==> src/sefl_pkg.sv <==
/*
 * Shared constants and carrier types for the serial port event flag logic.
 * Assumes an APB master with 32-bit data and an external shift engine.
 */
`default_nettype none
package sefl_pkg;
    // Bus, byte and flag widths, synchroniser depth
    localparam int unsigned ADDR_W = 8;
    localparam int unsigned DATA_W = 32;
    localparam int unsigned BYTE_W = 8;
    localparam int unsigned FLAG_W = 4;
    localparam int unsigned SYNC_N = 3;

    // Register byte offsets
    localparam logic [ADDR_W-1:0] ADDR_CTRL = 8'h00;
    localparam logic [ADDR_W-1:0] ADDR_DATA = 8'h04;
    localparam logic [ADDR_W-1:0] ADDR_STAT = 8'h08;
    localparam logic [ADDR_W-1:0] ADDR_MASK = 8'h0c;

    // Control register bit positions
    localparam int unsigned BIT_DONE  = 7;
    localparam int unsigned BIT_WRITE_COLLISION_FLAG  = 6;
    localparam int unsigned BIT_MODE_FAULT_FLAG  = 5;
    localparam int unsigned BIT_OVR   = 4;
    localparam int unsigned BIT_MULTI = 3;
    localparam int unsigned BIT_IEN   = 2;
    localparam int unsigned BIT_MASTER_ENABLE = 1;
    localparam int unsigned BIT_PEN   = 0;

    // Index of each flag inside the flag vector
    localparam int unsigned F_DONE = 3;
    localparam int unsigned F_WRITE_COLLISION_FLAG = 2;
    localparam int unsigned F_MODE_FAULT_FLAG = 1;
    localparam int unsigned F_OVR  = 0;

    // Reset values
    localparam logic [FLAG_W-1:0] FLAG_RST = 4'h0;
    localparam logic [FLAG_W-1:0] MASK_RST = 4'hf;
    localparam logic [BYTE_W-1:0] BYTE_RST = 8'h00;
    localparam logic [DATA_W-1:0] WORD_RST = 32'h0000_0000;

    // From the shift engine
    typedef struct packed {
        logic              xfer_done;
        logic              tx_taken;
        logic [BYTE_W-1:0] rx_byte;
    } sefl_eng_in_t;

    // To the shift engine
    typedef struct packed {
        logic [BYTE_W-1:0] tx_byte;
        logic              tx_full;
        logic              shift_lock;
        logic              master_enable;
        logic              port_enable;
    } sefl_eng_out_t;
endpackage
`default_nettype wire

==> src/sefl_top.sv <==
/*
 * Event and error flags of a master/slave serial port, with APB registers,
 * transmit latch, receive buffer, mode-fault self-disable and interrupt.
 * Assumes an external shift engine on pclk, raw pins for serial clock and
 * slave select, and an APB master that holds its request until pready.
 */
// Functional notes
// - With interrupts enabled, any set flag whose mask bit is one requests an interrupt.
// - Hardware never clears a flag; only software does.
// - Byte-complete flag, control bit 7, sets after every byte transfer.
// - Write-collision flag, bit 6, sets on data write while transmit latch full.
// - A colliding data write is dropped; transmit latch keeps its contents.
// - Mode-fault flag, bit 5, sets when multimaster master sees select low.
// - A mode fault clears master enable and port enable.
// - Overrun flag, bit 4, sets when slave transfer ends with unread byte.
// - On overrun the old byte stays, the new byte is lost.
// - Slave locks shift register at first clock edge, latch holds until end.
`timescale 1ns/1ps
`default_nettype none
module sefl_top (
    // Clock and reset
    input  wire logic                         pclk,
    input  wire logic                         presetn,
    // APB slave
    input  wire logic                         psel,
    input  wire logic                         penable,
    input  wire logic                         pwrite,
    input  wire logic [sefl_pkg::ADDR_W-1:0]  paddr,
    input  wire logic [sefl_pkg::DATA_W-1:0]  pwdata,
    output logic      [sefl_pkg::DATA_W-1:0]  prdata,
    output logic                              pready,
    output logic                              pslverr,
    // Serial pins, asynchronous
    input  wire logic                         sclk_in,
    input  wire logic                         slave_select_in,
    // Shift engine
    input  wire sefl_pkg::sefl_eng_in_t       eng_in,
    output var  sefl_pkg::sefl_eng_out_t      eng_out,
    // Interrupt
    output logic                              irq
);
    import sefl_pkg::*;

    // Settled value moves only once stages two and three agree
    function automatic logic f_settle(input logic s2, input logic s3, input logic old);
        f_settle = (s2 == s3) ? s2 : old;
    endfunction

    logic [FLAG_W-1:0] flag_reg;
    logic [FLAG_W-1:0] flag_next;
    logic [FLAG_W-1:0] mask_reg;
    logic              multi_reg;
    logic              ien_reg;
    logic              master_enable_reg;
    logic              master_enable_next;
    logic              pen_reg;
    logic              pen_next;
    logic [BYTE_W-1:0] tx_buf_reg;
    logic              tx_full_reg;
    logic              tx_full_next;
    logic [BYTE_W-1:0] rx_buf_reg;
    logic              rx_full_reg;
    logic              rx_full_next;
    logic              lock_reg;
    logic              lock_next;
    logic [SYNC_N-1:0] sclk_sync_reg;
    logic [SYNC_N-1:0] nss_sync_reg;
    logic              sclk_st_reg;
    logic              sclk_st_next;
    logic              nss_st_reg;
    logic              nss_st_next;
    logic [DATA_W-1:0] prdata_reg;
    logic [DATA_W-1:0] prdata_next;
    logic              pready_reg;
    logic              pslverr_reg;
    logic              irq_reg;
    logic              irq_next;

    // APB phase decode; a transfer completes when pready is seen high
    wire acc      = psel & penable;
    wire acc_new  = acc & ~pready_reg;
    wire xfer_ok  = acc & pready_reg;
    wire wr       = xfer_ok & pwrite;
    wire rd       = xfer_ok & ~pwrite;
    wire hit_ctrl = (paddr == ADDR_CTRL);
    wire hit_data = (paddr == ADDR_DATA);
    wire hit_stat = (paddr == ADDR_STAT);
    wire hit_mask = (paddr == ADDR_MASK);
    wire mapped   = hit_ctrl | hit_data | hit_stat | hit_mask;

    // Read views of the registers
    wire [BYTE_W-1:0] ctrl_view = {flag_reg, multi_reg, ien_reg, master_enable_reg, pen_reg};
    wire [DATA_W-1:0] rd_mux =
        hit_ctrl ? {{(DATA_W-BYTE_W){1'b0}}, ctrl_view} :
        hit_data ? {{(DATA_W-BYTE_W){1'b0}}, rx_buf_reg} :
        hit_stat ? {{(DATA_W-FLAG_W){1'b0}}, flag_reg} :
        hit_mask ? {{(DATA_W-FLAG_W){1'b0}}, mask_reg} : WORD_RST;

    // Pin filtering; first stage feeds only the second
    assign sclk_st_next = f_settle(sclk_sync_reg[1], sclk_sync_reg[2], sclk_st_reg);
    assign nss_st_next  = f_settle(nss_sync_reg[1], nss_sync_reg[2], nss_st_reg);
    wire   sclk_edge    = (sclk_st_next != sclk_st_reg);

    // Flag events
    // byte done event
    wire done_evt = eng_in.xfer_done;
    wire write_collision_flag_evt = wr & hit_data & tx_full_reg;
    wire mode_fault_flag_evt = pen_reg & master_enable_reg & multi_reg & ~nss_st_reg;
    wire rx_read  = rd & hit_data;
    wire ovr_evt  = eng_in.xfer_done & ~master_enable_reg & rx_full_reg & ~rx_read;

    wire [FLAG_W-1:0] set_vec = {done_evt, write_collision_flag_evt, mode_fault_flag_evt, ovr_evt};
    // zero in control or one in status clears
    wire [FLAG_W-1:0] clr_ctrl = (wr & hit_ctrl) ? ~pwdata[BIT_DONE:BIT_OVR] : FLAG_RST;
    wire [FLAG_W-1:0] clr_stat = (wr & hit_stat) ? pwdata[FLAG_W-1:0] : FLAG_RST;
    wire [FLAG_W-1:0] clr_vec  = clr_ctrl | clr_stat;
    // flags drop only on software clear
    assign flag_next = (flag_reg & ~clr_vec) | set_vec;

    // Enables; fault beats a simultaneous software write
    // self-disable on mode fault
    assign master_enable_next = mode_fault_flag_evt ? 1'b0 : ((wr & hit_ctrl) ? pwdata[BIT_MASTER_ENABLE] : master_enable_reg);
    assign pen_next   = mode_fault_flag_evt ? 1'b0 : ((wr & hit_ctrl) ? pwdata[BIT_PEN] : pen_reg);

    // Transmit latch; engine may only take it while not locked
    // colliding write leaves latch alone
    wire tx_load = wr & hit_data & ~tx_full_reg;
    wire tx_take = eng_in.tx_taken & tx_full_reg & ~lock_reg;
    assign tx_full_next = tx_load | (tx_full_reg & ~tx_take);

    // slave lock at first serial edge
    wire lock_set = pen_reg & ~master_enable_reg & sclk_edge & ~lock_reg;
    assign lock_next = lock_set | (lock_reg & ~eng_in.xfer_done);

    // Receive buffer
    // overrun keeps old byte
    wire rx_store = eng_in.xfer_done & ~ovr_evt;
    assign rx_full_next = rx_store | (rx_full_reg & ~rx_read);

    // Next enable and mask; irq must follow a register write in the same cycle
    wire              ien_next  = (wr & hit_ctrl) ? pwdata[BIT_IEN] : ien_reg;
    wire [FLAG_W-1:0] mask_next = (wr & hit_mask) ? pwdata[FLAG_W-1:0] : mask_reg;

    // Registered from next values so irq tracks the registers exactly
    // interrupt on set flags
    assign irq_next = ien_next & (|(flag_next & mask_next));

    // Read data captured as pready rises; bus sees it with pready
    assign prdata_next = (acc_new & ~pwrite) ? rd_mux : WORD_RST;

    // Pin synchronisers
    always_ff @(posedge pclk or negedge presetn) begin
        if (!presetn) begin
            sclk_sync_reg <= '0;
            nss_sync_reg  <= '1;
            sclk_st_reg   <= 1'b0;
            nss_st_reg    <= 1'b1;
        end else begin
            sclk_sync_reg <= {sclk_sync_reg[SYNC_N-2:0], sclk_in};
            nss_sync_reg  <= {nss_sync_reg[SYNC_N-2:0], slave_select_in};
            sclk_st_reg   <= sclk_st_next;
            nss_st_reg    <= nss_st_next;
        end
    end

    // Flags, control and interrupt
    always_ff @(posedge pclk or negedge presetn) begin
        if (!presetn) begin
            flag_reg  <= FLAG_RST;
            mask_reg  <= MASK_RST;
            multi_reg <= 1'b0;
            ien_reg   <= 1'b0;
            master_enable_reg <= 1'b0;
            pen_reg   <= 1'b0;
            irq_reg   <= 1'b0;
        end else begin
            flag_reg  <= flag_next;
            master_enable_reg <= master_enable_next;
            pen_reg   <= pen_next;
            irq_reg   <= irq_next;
            ien_reg   <= ien_next;
            mask_reg  <= mask_next;
            if (wr && hit_ctrl) begin
                multi_reg <= pwdata[BIT_MULTI];
            end
        end
    end

    // Data path
    always_ff @(posedge pclk or negedge presetn) begin
        if (!presetn) begin
            tx_buf_reg  <= BYTE_RST;
            tx_full_reg <= 1'b0;
            rx_buf_reg  <= BYTE_RST;
            rx_full_reg <= 1'b0;
            lock_reg    <= 1'b0;
        end else begin
            tx_full_reg <= tx_full_next;
            rx_full_reg <= rx_full_next;
            lock_reg    <= lock_next;
            if (tx_load) begin
                tx_buf_reg <= pwdata[BYTE_W-1:0];
            end
            if (rx_store) begin
                rx_buf_reg <= eng_in.rx_byte;
            end
        end
    end

    // APB answer, one wait state per transfer
    always_ff @(posedge pclk or negedge presetn) begin
        if (!presetn) begin
            prdata_reg  <= WORD_RST;
            pready_reg  <= 1'b0;
            pslverr_reg <= 1'b0;
        end else begin
            prdata_reg  <= prdata_next;
            pready_reg  <= acc_new;
            pslverr_reg <= acc_new & ~mapped;
        end
    end

    // Outputs
    assign prdata  = prdata_reg;
    assign pready  = pready_reg;
    assign pslverr = pslverr_reg;
    assign irq     = irq_reg;
    assign eng_out = '{tx_byte: tx_buf_reg, tx_full: tx_full_reg, shift_lock: lock_reg,
                       master_enable: master_enable_reg, port_enable: pen_reg};
endmodule
`default_nettype wire

==> config.mk <==
export PLATFORM = sky130hd
export DESIGN_NAME = sefl_top
export DESIGN_NICKNAME = d
export VERILOG_FILES = /design/src/sefl_pkg.sv /design/src/sefl_top.sv
export SDC_FILE = /design/constraint.sdc
export NUM_CORES = 1
export LEC_CHECK = 0
export ABC_AREA = 1
export ABC_CLOCK_PERIOD_IN_PS = 1600
export BUFFER_PORTS_ARGS = -buffer_cell sky130_fd_sc_hd__buf_2
export CAP_MARGIN = 20
export CORE_UTILIZATION = 47
export DETAILED_ROUTE_END_ITERATION = 7
export GPL_TIMING_DRIVEN = 0
export PLACE_DENSITY = 0.79
export SKIP_CTS_REPAIR_TIMING = 1
export SYNTH_ARGS = -nofsm -noshare
export SYNTH_HDL_FRONTEND = slang
export SYNTH_SLANG_ARGS = --single-unit
==> constraint.sdc <==
create_clock -name pclk -period 1.6 [get_ports pclk]
set_input_delay 0.48 -clock pclk [delete_from_list [all_inputs] [get_ports pclk]]
set_output_delay 0.48 -clock pclk [all_outputs]
set_load 0.005 [all_outputs]
After elaboration in Yosys (flattened, before gate mapping)
Cells that the tools add are included.
- input bits: 57
- output and inout port bits: 47
- register bits after elaboration: 50
- bitwise gates (word level): 53
- equality and inequality tests: 6
- reduce and logical (&&, ||, !) cells: 4
- multiplexer cells: 14
- operators with widths (operator ; number):
    bitwise AND 1 bit ; 30
    2-to-1 mux 8 bit ; 3
    2-to-1 mux 4 bit ; 5
    equality test 8 x 4 -> 1 bit, second input constant ; 2
    NOT 1 bit ; 11
    bitwise AND 4 bit ; 2
    equality test 8 x 3 -> 1 bit, second input constant ; 1
    zero test 8 bit ; 1
    NOT 4 bit ; 2
    bitwise OR 4 bit ; 2
    2-to-1 mux 1 bit ; 6
    bitwise OR 1 bit ; 6
    OR reduction 4 bit ; 1
    equality test 1 bit ; 2
    nonzero test 2 bit ; 1
    logical AND 1 bit ; 1
    != test 1 bit ; 1

Depth between registers and ports, before layout
Gate-level depths: netlist (run 1).
- depth after elaboration: 12
- depth in mapped cells: 11
- mapped depth without buffers: 11

Worst setup path after synthesis (run 1)
OpenSTA, ideal clock, no wires.
- path type: input-to-reg
- start: input paddr[7] (netlist name)
- end: register irq_reg, in the netlist irq
- data arrival time: 1.369 ns
- buffers on the path: 1
- cell stages on the path: 11
- setup time: 0.122 ns
- data required time: 1.478 ns
- path slack: 0.109 ns
- cells stage by stage: nor2_2 -> nand2_4 -> nor2_8 -> buf_6 -> nand3_2 -> nand3_2 -> nand2_2 -> nand2_1 -> nand2_1 -> nor2_1 -> nor2_1
- longest elaborated chain between the ends: 10
- elaborated cells between the ends (all ways): 23
- those cells by class: 3 x eq/ne; 4 x mux; 14 x bitwise; 2 x reduce/logical
- ends and longest elaborated chain (item ; line ; text):
    from (decl) ; sefl_top.sv:28 ; input wire logic [sefl_pkg::ADDR_W-1:0] paddr,
    equality test 8 x 4 -> 1 bit or zero test 8 bit (tied branches) ; sefl_top.sv:87, sefl_top.sv:85 ;
    bitwise AND 1 bit, on equally long branches ; sefl_top.sv:115, sefl_top.sv:114 ;
    2-to-1 mux 4 bit, on equally long branches ; sefl_top.sv:115, sefl_top.sv:114 ;
    bitwise OR 4 bit * ; sefl_top.sv:116 ; wire [FLAG_W-1:0] clr_vec = clr_ctrl | clr_stat;
    NOT 4 bit * ; sefl_top.sv:118 ; assign flag_next = (flag_reg & ~clr_vec) | set_vec;
    bitwise AND 4 bit * ; sefl_top.sv:118 ;
    bitwise OR 4 bit * ; sefl_top.sv:118 ;
    via flag_next[3] ; sefl_top.sv:50 ; logic [FLAG_W-1:0] flag_next;
    bitwise AND 4 bit * ; sefl_top.sv:146 ; assign irq_next = ien_next & (|(flag_next & mask_next));
    OR reduction 4 bit * ; sefl_top.sv:146 ;
    bitwise AND 1 bit * ; sefl_top.sv:146 ;
    via irq_next ; sefl_top.sv:77 ; logic irq_next;
    to (signal assigned) ; sefl_top.sv:180 ; irq_reg <= irq_next;
    to (decl) ; sefl_top.sv:76 ; logic irq_reg;
Mark *: on every way through the listed nets, which the timed path passes. The rest lies on a longest branch.
A chain may end at the register's enable or synchronous reset.

Worst setup path after layout (run 1)
- start: register master_enable_reg
- end: output eng_out[1] (netlist name)
- RTL lines (item ; line ; text):
    from (decl) ; sefl_top.sv:54 ; logic master_enable_reg;
    from (signal assigned) ; sefl_top.sv:178 ; master_enable_reg <= master_enable_next;
    to (decl) ; sefl_top.sv:38 ; output var sefl_pkg::sefl_eng_out_t eng_out,
No word-level cell between the ends.

==> impl_metrics.env, run 1 <==
export IMPL_timing_final_crit_share_pct=95.1
export IMPL_wl_um=5040
export IMPL_syn_to_final_growth_pct=24.5
export IMPL_clock_latency_ns=0.30
export IMPL_vias=1956
export IMPL_first_pass_iters=4
export IMPL_grt_setup_unrepaired="no"
export IMPL_drc=0
export IMPL_clockBufferDepth=2
export IMPL_arrival_ns=1.04
export IMPL_crit_family="flip-flops"
export IMPL_grt_max_degree=51
export IMPL_endpoint_kind="primary output"
export IMPL_worst_path_buf_inv=2
export IMPL_cts_tree="done"
export IMPL_rows=25
export IMPL_port_buffers=55
export IMPL_max_freq_mhz=657
export IMPL_cts_max_level=2
export IMPL_grt_first_pass_wirelength_um=8050
export IMPL_grt_antenna_before_repair=0
export IMPL_cts_sinks=50
export IMPL_start_util_pct=50.3
export IMPL_drive_gt1_share_pct=38.8
export IMPL_slowest_delay_ns=0.46
export IMPL_wl_per_cell_um=12.1
export IMPL_numCtsBuffers=5
export IMPL_path_depth=2
export IMPL_fp_dieW_um=74.2
export IMPL_ant_nets=0
export IMPL_peakVddDrop_v=0.000544
export IMPL_viasPerCell=4.71
export IMPL_finalSetupViolations=0
export IMPL_status="complete, no violations"
export IMPL_core_mm2=0.00488
export IMPL_yosysWarnings=0
export IMPL_skew_ns=0.00611
export IMPL_drtIter0Drc=115
export IMPL_syn_inst=259
export IMPL_holdWs_ns=0.0385
export IMPL_final_cells=415
export IMPL_synth_area_leaders="dfrtp_1, nand2_1, buf_4"
export IMPL_synth_seq_cells=50
export IMPL_io_pins=104
export IMPL_synth_top_area_cell="dfrtp_1"
export IMPL_synthDistinctLibCells=27
export IMPL_crit_fanout=5
export IMPL_path_cells="buf_4, buf_2"
export IMPL_ys_seq_area_share_pct=51.4
export IMPL_die_area_mm2=0.00551
export IMPL_hold_class="input pin to async pin"
export IMPL_slew_viol_final=0
export IMPL_setup_ws_ns=0.0790
export IMPL_diodes=0
export IMPL_max_cap_violations=0
export IMPL_cts_root_buf="clkbuf_8"
export IMPL_post_place_cells=404
export IMPL_gr_total_overflow=0
export IMPL_fin_tns_setup_ns=0
export IMPL_final_nets=404
export IMPL_min_period_ns=1.52
export IMPL_power_mw=2.53
export IMPL_die_height_um=74.2
export IMPL_p_leak_nw=1.69
export IMPL_crit_path_start_kind="flop"
export IMPL_syn_avg_cell_area_um2=9.47
export IMPL_synth_area_mm2=0.00245
export IMPL_worstSetupPathType="flop to primary output"
export IMPL_dp_worst_setup_slack_ns=-0.143
export IMPL_grt_pass1_vias=1730
export IMPL_clk_pin_slew_ns=0.09
export IMPL_power_per_cell_area_mw_per_mm2=827
export IMPL_place_congestion=0.860
export IMPL_r2r_cells=8
export IMPL_hold_viol=0
export IMPL_cp_required_ns=1.12
export IMPL_grt_util_all_layers_pct=19.8
export IMPL_yosysTopAreaCellShare_pct=42.9
export IMPL_crit_slowest_cell="dfrtp_1"
export IMPL_dp_hpwl_um=3720
report_power, final:
| group | switching, mW | internal [mW] |
|---|---|---|
| registers | 0.0247 | 1.31 |
| clock network | 0.438 | 0.515 |
| logic | 0.132 | 0.105 |
| total | 0.594 | 1.93 |
final cells by class:
| cell class | count | area, um2 |
|---|---|---|
| Clock buffer | 6 | 82.6 |
| Clock inverter | 2 | 38.8 |
| Multi-Input combinational cell | 180 | 947 |
| Buffer | 33 | 259 |
| Timing Repair Buffer | 58 | 310 |
| Inverter | 19 | 71.3 |
| Fill cell | 423 | 1830 |
| Sequential cell | 50 | 1260 |
| Tap cell | 67 | 83.8 |
cells in the final DEF, fill, tap and decap left out, types with 5 or more instances in the layout:
master / n
nand2_1: 58
buf_2: 55
dfrtp_1: 42
buf_4: 30
nand3_1: 25
conb_1: 24
inv_1: 19
o21ai_0: 14
nor2_1: 12
o21ai_2: 11
a21oi_1: 8
dfstp_2: 8
clkbuf_8: 6
nor2_4: 5
synth_stat cells:
cell,n
nand3b_4,1
nor2_4,5
o21ai_0,14
maj3_1,1
nand3_1,25
nor2_8,1
dfrtp_1,42
or2_1,1
nand3_4,1
clkbuf_1,1
a31oi_1,4
o31ai_1,1
o21ai_1,2
nand3_2,3
a21oi_1,8
dfstp_2,8
conb_1,1
nor2_1,12
buf_4,28
inv_1,19
nand2_4,2
nand2_2,3
buf_6,4
o22ai_1,1
nor2_2,2
nand2_1,58
o21ai_2,11
path summary, 6_finish.rpt:
kind,start,endpoint,slack [ns]
max,master_enable_reg$_DFFE_PN0P_,eng_out[1],0.08
min,presetn,sclk_sync_reg[1]$_DFF_PN0_,0.04
max reg2reg,pready$_DFF_PN0_,irq$_DFF_PN0_,0.16
min reg2reg,sclk_sync_reg[0]$_DFF_PN0_,sclk_sync_reg[1]$_DFF_PN0_,0.36
max in group asynchronous,presetn,mask_reg[2]$_DFF_PN1_,1.01
min in group pclk,slave_select_in,nss_sync_reg[0]$_DFF_PN1_,0.26
metrics by stage:
step,util (%),instance area [um2]
floorplan,-,2540
global placement,59.4,2900
detailed placement,59.4,2900
CTS,61.9,3020
global route,62.6,3050
finish,62.6,3050
cells by family (layout without fill, tap and decap cells):
| kind of cell | Yosys count | in the layout | synth area share [%] |
|---|---|---|---|
| buf+inv | 52 | 118 | 13.5 |
| simple gates | 114 | 114 | 24.1 |
| compound gates | 41 | 41 | 10.4 |
| other cells | 1 | 24 | 0.153 |
| fa+ha+maj | 1 | 1 | 0.408 |
| flops | 50 | 50 | 51.4 |
metal layers:
layer / track usage (%) / routed length (um)
met2: 32.4 / 2460
met4: 5.03 / 52
met5: 0 / 0
met3: 5.28 / 263
met1: 26.1 / 2260
Power figures use the tool's default switching activity.
==> inputs of run 2 (changes only) <==
--- a/config.mk
+++ b/config.mk
@@ -13,6 +13,7 @@
 export DETAILED_ROUTE_END_ITERATION = 7
 export GPL_TIMING_DRIVEN = 0
 export PLACE_DENSITY = 0.79
+export REMOVE_ABC_BUFFERS = 1
 export SKIP_CTS_REPAIR_TIMING = 1
 export SYNTH_ARGS = -nofsm -noshare
 export SYNTH_HDL_FRONTEND = slang
==> run 2 against run 1 <==
Effect of this change: utilization shrank 5.3 points; worst setup slack gained 0.094 ns; first-iteration DRC count shrank 17%; clock skew grew 0.0023 ns; non-clock buffer count shrank 32; critical path depth grew 9; sequential power is essentially flat; global-route usage shrank 1.4 points; fmax grew 6.6%; clock power shrank 17%; worst hold slack lost 0.0071 ns.
==> impl_metrics.env, run 2 (synthesis results as in run 1) <==
export IMPL_status="complete, no violations"
export IMPL_dp_hpwl_um=3390
export IMPL_skew_ns=0.00845
export IMPL_seq_power_share_pct=57.7
export IMPL_layout_commonest_cell="nand2_1"
export IMPL_most_common_layout_cells="nand2_1, buf_2, dfrtp_1"
export IMPL_syn_to_final_growth_pct=13.9
export IMPL_r2r_cells=8
export IMPL_worstSetupPathType="input pin to flop"
export IMPL_grt_max_degree=51
export IMPL_cp_endpoint="irq$_DFF_PN0_"
export IMPL_power_switching_uw=581
export IMPL_grt_pass1_vias=1653
export IMPL_endpoint_kind="flop"
export IMPL_cp_required_ns=1.81
export IMPL_first_pass_iters=4
export IMPL_swShare_pct=25.1
export IMPL_die_area_mm2=0.00551
export IMPL_cts_root_buf="clkbuf_8"
export IMPL_power_frac_comb_pct=8.3
export IMPL_core_mm2=0.00488
export IMPL_start_util_pct=50.3
export IMPL_hold_class="input pin to async pin"
export IMPL_drc=0
export IMPL_power_per_cell_area_mw_per_mm2=829
export IMPL_holdWs_ns=0.0314
export IMPL_reg2reg_slack_ns=0.18
export IMPL_diodes=0
export IMPL_clock_latency_ns=0.31
export IMPL_min_period_ns=1.43
export IMPL_r2r_start="pready$_DFF_PN0_"
export IMPL_rows=25
export IMPL_drtIter0Drc=96
export IMPL_peakVddDrop_v=0.000362
export IMPL_finalSetupViolations=0
export IMPL_place_congestion=0.845
export IMPL_gr_total_overflow=0
export IMPL_wl_um=4700
export IMPL_cts_sinks=50
export IMPL_slew_viol_final=0
export IMPL_timing_rr_end="irq$_DFF_PN0_"
export IMPL_timing_final_crit_share_pct=89.2
export IMPL_power_frac_clock_pct=34.0
export IMPL_crit_fanout=14
export IMPL_max_freq_mhz=701
export IMPL_drive_gt1_share_pct=32.9
export IMPL_clockBufferDepth=2
export IMPL_grt_util_all_layers_pct=18.4
export IMPL_io_pins=104
export IMPL_critPathLaunch="paddr[7]"
export IMPL_intPower_mw=1.74
export IMPL_wl_per_cell_um=12.3
export IMPL_numCtsBuffers=5
export IMPL_grt_antenna_before_repair=0
export IMPL_die_height_um=74.2
export IMPL_post_place_cells=371
export IMPL_crit_path_start_kind="input pin"
export IMPL_vias=1834
export IMPL_final_util_pct=57.3
export IMPL_port_buffers=55
export IMPL_arrival_ns=1.64
export IMPL_fin_tns_setup_ns=0
export IMPL_cts_tree="done"
export IMPL_max_cap_violations=0
export IMPL_clk_pin_slew_ns=0.09
export IMPL_cts_max_level=2
export IMPL_grt_first_pass_wirelength_um=7460
export IMPL_p_leak_nw=1.51
export IMPL_ant_nets=0
export IMPL_hold_viol=0
export IMPL_final_cells=383
export IMPL_power_mw=2.32
export IMPL_fp_dieW_um=74.2
export IMPL_final_nets=372
export IMPL_grt_setup_unrepaired="no"
export IMPL_viasPerCell=4.79
-- run 2: changes by cell type in the layout (fill, tap and decap cells not counted), sizes merged --
cell,before,now
buf,90,59
bufinv,1,0
clkbuf,7,6
clkinv,0,2
inv,20,19
-- run 2: layer usage --
layer | GRT usage (%) | part of all wire, % | vias to the layer above
met3 | 3.52 | 6.0 | 5
met2 | 30.2 | 49 | 68
li1 | - | - | 903
met4 | 7.55 | 1.3 | 0
met1 | 24.0 | 44 | 858
met5 | 0 | 0 | -
-- run 2: per-stage QoR --
step	setup WS, ns	instance area [um2]
after floorplan	-0.0381	2280
after CTS	-0.0416	2740
after detailed placement	-0.377	2640
after global placement	-0.349	2640
final	0.173	2790
after global routing	0.0527	2790
-- run 2: power by group through the flow --
| stage | Combinational, mW | Sequential, mW | Clock (mW) |
|---|---|---|---|
| final | 0.191 | 1.34 | 0.788 |
| after global routing | 0.221 | 1.34 | 0.851 |
| after CTS | 0.185 | 1.34 | 0.806 |
| after detailed placement | 0.185 | 1.36 | 0 |
| after global placement | 0.180 | 1.36 | 0 |
| after floorplan | 0.0896 | 1.35 | 0 |
-- run 2: how the worst min path moves through the flow --
stage,end,cells past startpoint
finish,sclk_sync_reg[0]$_DFF_PN0_,1
global route,sclk_sync_reg[0]$_DFF_PN0_,1
CTS,nss_sync_reg[0]$_DFF_PN1_,1
detailed placement,sclk_sync_reg[1]$_DFF_PN0_,0
global placement,sclk_sync_reg[1]$_DFF_PN0_,0
floorplan,flag_reg[0]$_DFF_PN0_,0
-- run 2: cell type report --
cell class | count | area, um2
clock buffers | 6 | 82.6
clock inverters | 2 | 17.5
fillers | 461 | 2090
inverters | 19 | 71.3
multi-input cells | 180 | 947
flip-flops and latches | 50 | 1260
well taps | 67 | 83.8
repair buffers | 59 | 330
-- run 2: critical path: stages --
cell and delay, ns:
buf_2 0.10, nor2_2 0.14, nand2_4 0.13, nor2_8 0.24, nand3_1 0.12, nand3_1 0.10
nand2_1 0.06, nand2_1 0.06, nand2_1 0.05, nor2_1 0.10, nor2_1 0.05
==> inputs of run 3 (changes only) <==
--- a/config.mk
+++ b/config.mk
@@ -9,6 +9,8 @@
 export ABC_CLOCK_PERIOD_IN_PS = 1600
 export BUFFER_PORTS_ARGS = -buffer_cell sky130_fd_sc_hd__buf_2
 export CAP_MARGIN = 20
+export CORE_ASPECT_RATIO = 0.6
+export CORE_MARGIN = 1.5
 export CORE_UTILIZATION = 47
 export DETAILED_ROUTE_END_ITERATION = 7
 export GPL_TIMING_DRIVEN = 0
==> run 3 against run 2 <==
Effect of this change: non-clock buffer count increased by 1; clock power down 2.9%; highest routed layer unchanged; sequential share of layout area is 1.5 points lower; global-route usage up 0.69 points; wire length increased by 16%; largest power group unchanged; register-to-register slack worse by 0.13 ns; first-iteration DRC count grew 34%.
==> impl_metrics.env, run 3 (synthesis results as in run 1) <==
export IMPL_status="complete, no violations"
export IMPL_wl_um=5430
export IMPL_fillers=449
export IMPL_core_mm2=0.00503
export IMPL_rows=20
export IMPL_fp_dieW_um=96.3
export IMPL_die_area_mm2=0.00567
export IMPL_hold_viol=0
export IMPL_ant_nets=0
export IMPL_crit_path_start_kind="flop"
export IMPL_max_cap_violations=0
export IMPL_clockBufferDepth=2
export IMPL_grt_util_all_layers_pct=19.1
export IMPL_grt_setup_unrepaired="yes"
export IMPL_worstSetupPathType="flop to flop"
export IMPL_clk_pin_slew_ns=0.09
export IMPL_drc=0
export IMPL_wl_per_cell_um=14.1
export IMPL_grt_antenna_before_repair=0
export IMPL_min_period_ns=1.55
export IMPL_slew_viol_final=0
export IMPL_vias=1924
export IMPL_cts_max_level=2
export IMPL_grt_max_degree=51
export IMPL_fin_area_mm2=0.00289
export IMPL_dp_hpwl_um=3650
export IMPL_port_buffers=55
export IMPL_drive_gt1_share_pct=37.1
export IMPL_io_pins=104
export IMPL_cp_required_ns=1.83
export IMPL_cts_root_buf="clkbuf_8"
export IMPL_p_leak_nw=1.51
export IMPL_grt_first_pass_wirelength_um=7970
export IMPL_clock_latency_ns=0.31
export IMPL_fin_tns_setup_ns=0
export IMPL_finalSetupViolations=0
export IMPL_cts_sinks=50
export IMPL_peakVddDrop_v=0.000483
export IMPL_timing_final_crit_share_pct=96.9
export IMPL_post_place_cells=370
export IMPL_drtIter0Drc=129
export IMPL_final_cells=384
export IMPL_numCtsBuffers=5
export IMPL_gr_total_overflow=0
export IMPL_cts_tree="done"
export IMPL_viasPerCell=5.01
export IMPL_start_util_pct=48.8
export IMPL_layout_commonest_cell="buf_2"
export IMPL_path_cells="nand3_2, nor2_4, clkbuf_16, buf_4, nand3b_2, o21ai_1"
export IMPL_max_freq_mhz=645
export IMPL_grt_pass1_vias=1724
export IMPL_arrival_ns=1.78
export IMPL_skew_ns=0.00737
export IMPL_first_pass_iters=5
export IMPL_endpoint_kind="flop"
export IMPL_place_congestion=0.888
export IMPL_crit_slowest_cell="dfrtp_1"
export IMPL_place_area_mm2=0.00264
export IMPL_die_height_um=59.0
export IMPL_crit_fanout=8
export IMPL_most_common_layout_cells="buf_2, nand2_1, dfrtp_1"
export IMPL_slowest_delay_ns=0.39
export IMPL_power_per_cell_area_mw_per_mm2=796
export IMPL_final_nets=374
export IMPL_diodes=0
export IMPL_hold_class="input pin to async pin"
export IMPL_syn_to_final_growth_pct=17.8
==> run 3: cell count changes in the layout (fill, tap and decap cells not counted), moves of 2 or more <==
cell and delta:
clkinv_4 -2, nand2_1 -7, nand2_2 +5, nand3_1 -5
nand3_2 +5
==> run 3: path summary, 6_finish.rpt <==
kind                                             endpoint  slack [ns]  cells past startpoint                      start
min in group pclk               nss_sync_reg[0]$_DFF_PN1_        0.26                      1            slave_select_in
worst max register to register  tx_buf_reg[1]$_DFFE_PN0P_        0.05                      6           pready$_DFF_PN0_
worst min-delay path                  prdata[3]$_DFF_PN0_       0.003                      1                    presetn
max in group asynchronous           mask_reg[1]$_DFF_PN1_        1.05                      2                    presetn
worst max-delay path            tx_buf_reg[1]$_DFFE_PN0P_        0.05                      6           pready$_DFF_PN0_
worst min register to register  nss_sync_reg[1]$_DFF_PN1_        0.36                      0  nss_sync_reg[0]$_DFF_PN1_
==> run 3: final cells by class <==
cell class	count	area (um2)	share of cell area (%)
repair buffers	60	355	12.3
multi-input cells	181	1030	35.6
inverters	19	71.3	2.47
flip-flops and latches	50	1260	43.7
clock inverters	1	5.00	0.173
well taps	66	82.6	2.86
clock buffers	7	86.3	2.99
==> run 3: per-layer routing <==
metal | vias up | GRT usage (%) | share of wire, %
met5 | - | 0 | 0
met4 | 0 | 6.72 | 1.3
met3 | 8 | 6.46 | 7.8
met2 | 85 | 28.3 | 44
met1 | 920 | 26.2 | 46
li1 | 911 | - | -
==> run 3: through the flow <==
stage | hold WS, ns | setup slack [ns] | utilization [%] | total power, mW
6_report | 0.00342 | 0.0500 | 57.4 | 2.30
5_1_grt | 0.00145 | -0.0304 | 57.4 | 2.39
4_1_cts | 0.253 | -0.131 | 54.3 | 2.30
3_5_place_dp | 0.341 | -0.415 | 52.4 | 1.55
3_3_place_gp | 0.336 | -0.394 | 52.4 | 1.54
2_1_floorplan | 0.184 | -0.0381 | - | 1.44
==> run 3: power breakdown <==
part           total (mW)  internal, mW  switching [mW]  leakage [nW]
clock network       0.765         0.350           0.415        0.0482
logic               0.199        0.0702           0.129         0.842
registers            1.34          1.31          0.0244         0.624
total                2.30          1.73           0.569          1.51
==> run 3: critical path: cells and delay by family, from the launching register on <==
family / cells / cell delay (ns)
DFF: 1 / 0.39
AOI/OAI and AO/OA: 1 / 0.20
and+or+nand+nor: 3 / 0.57
buffers and inverters: 2 / 0.31
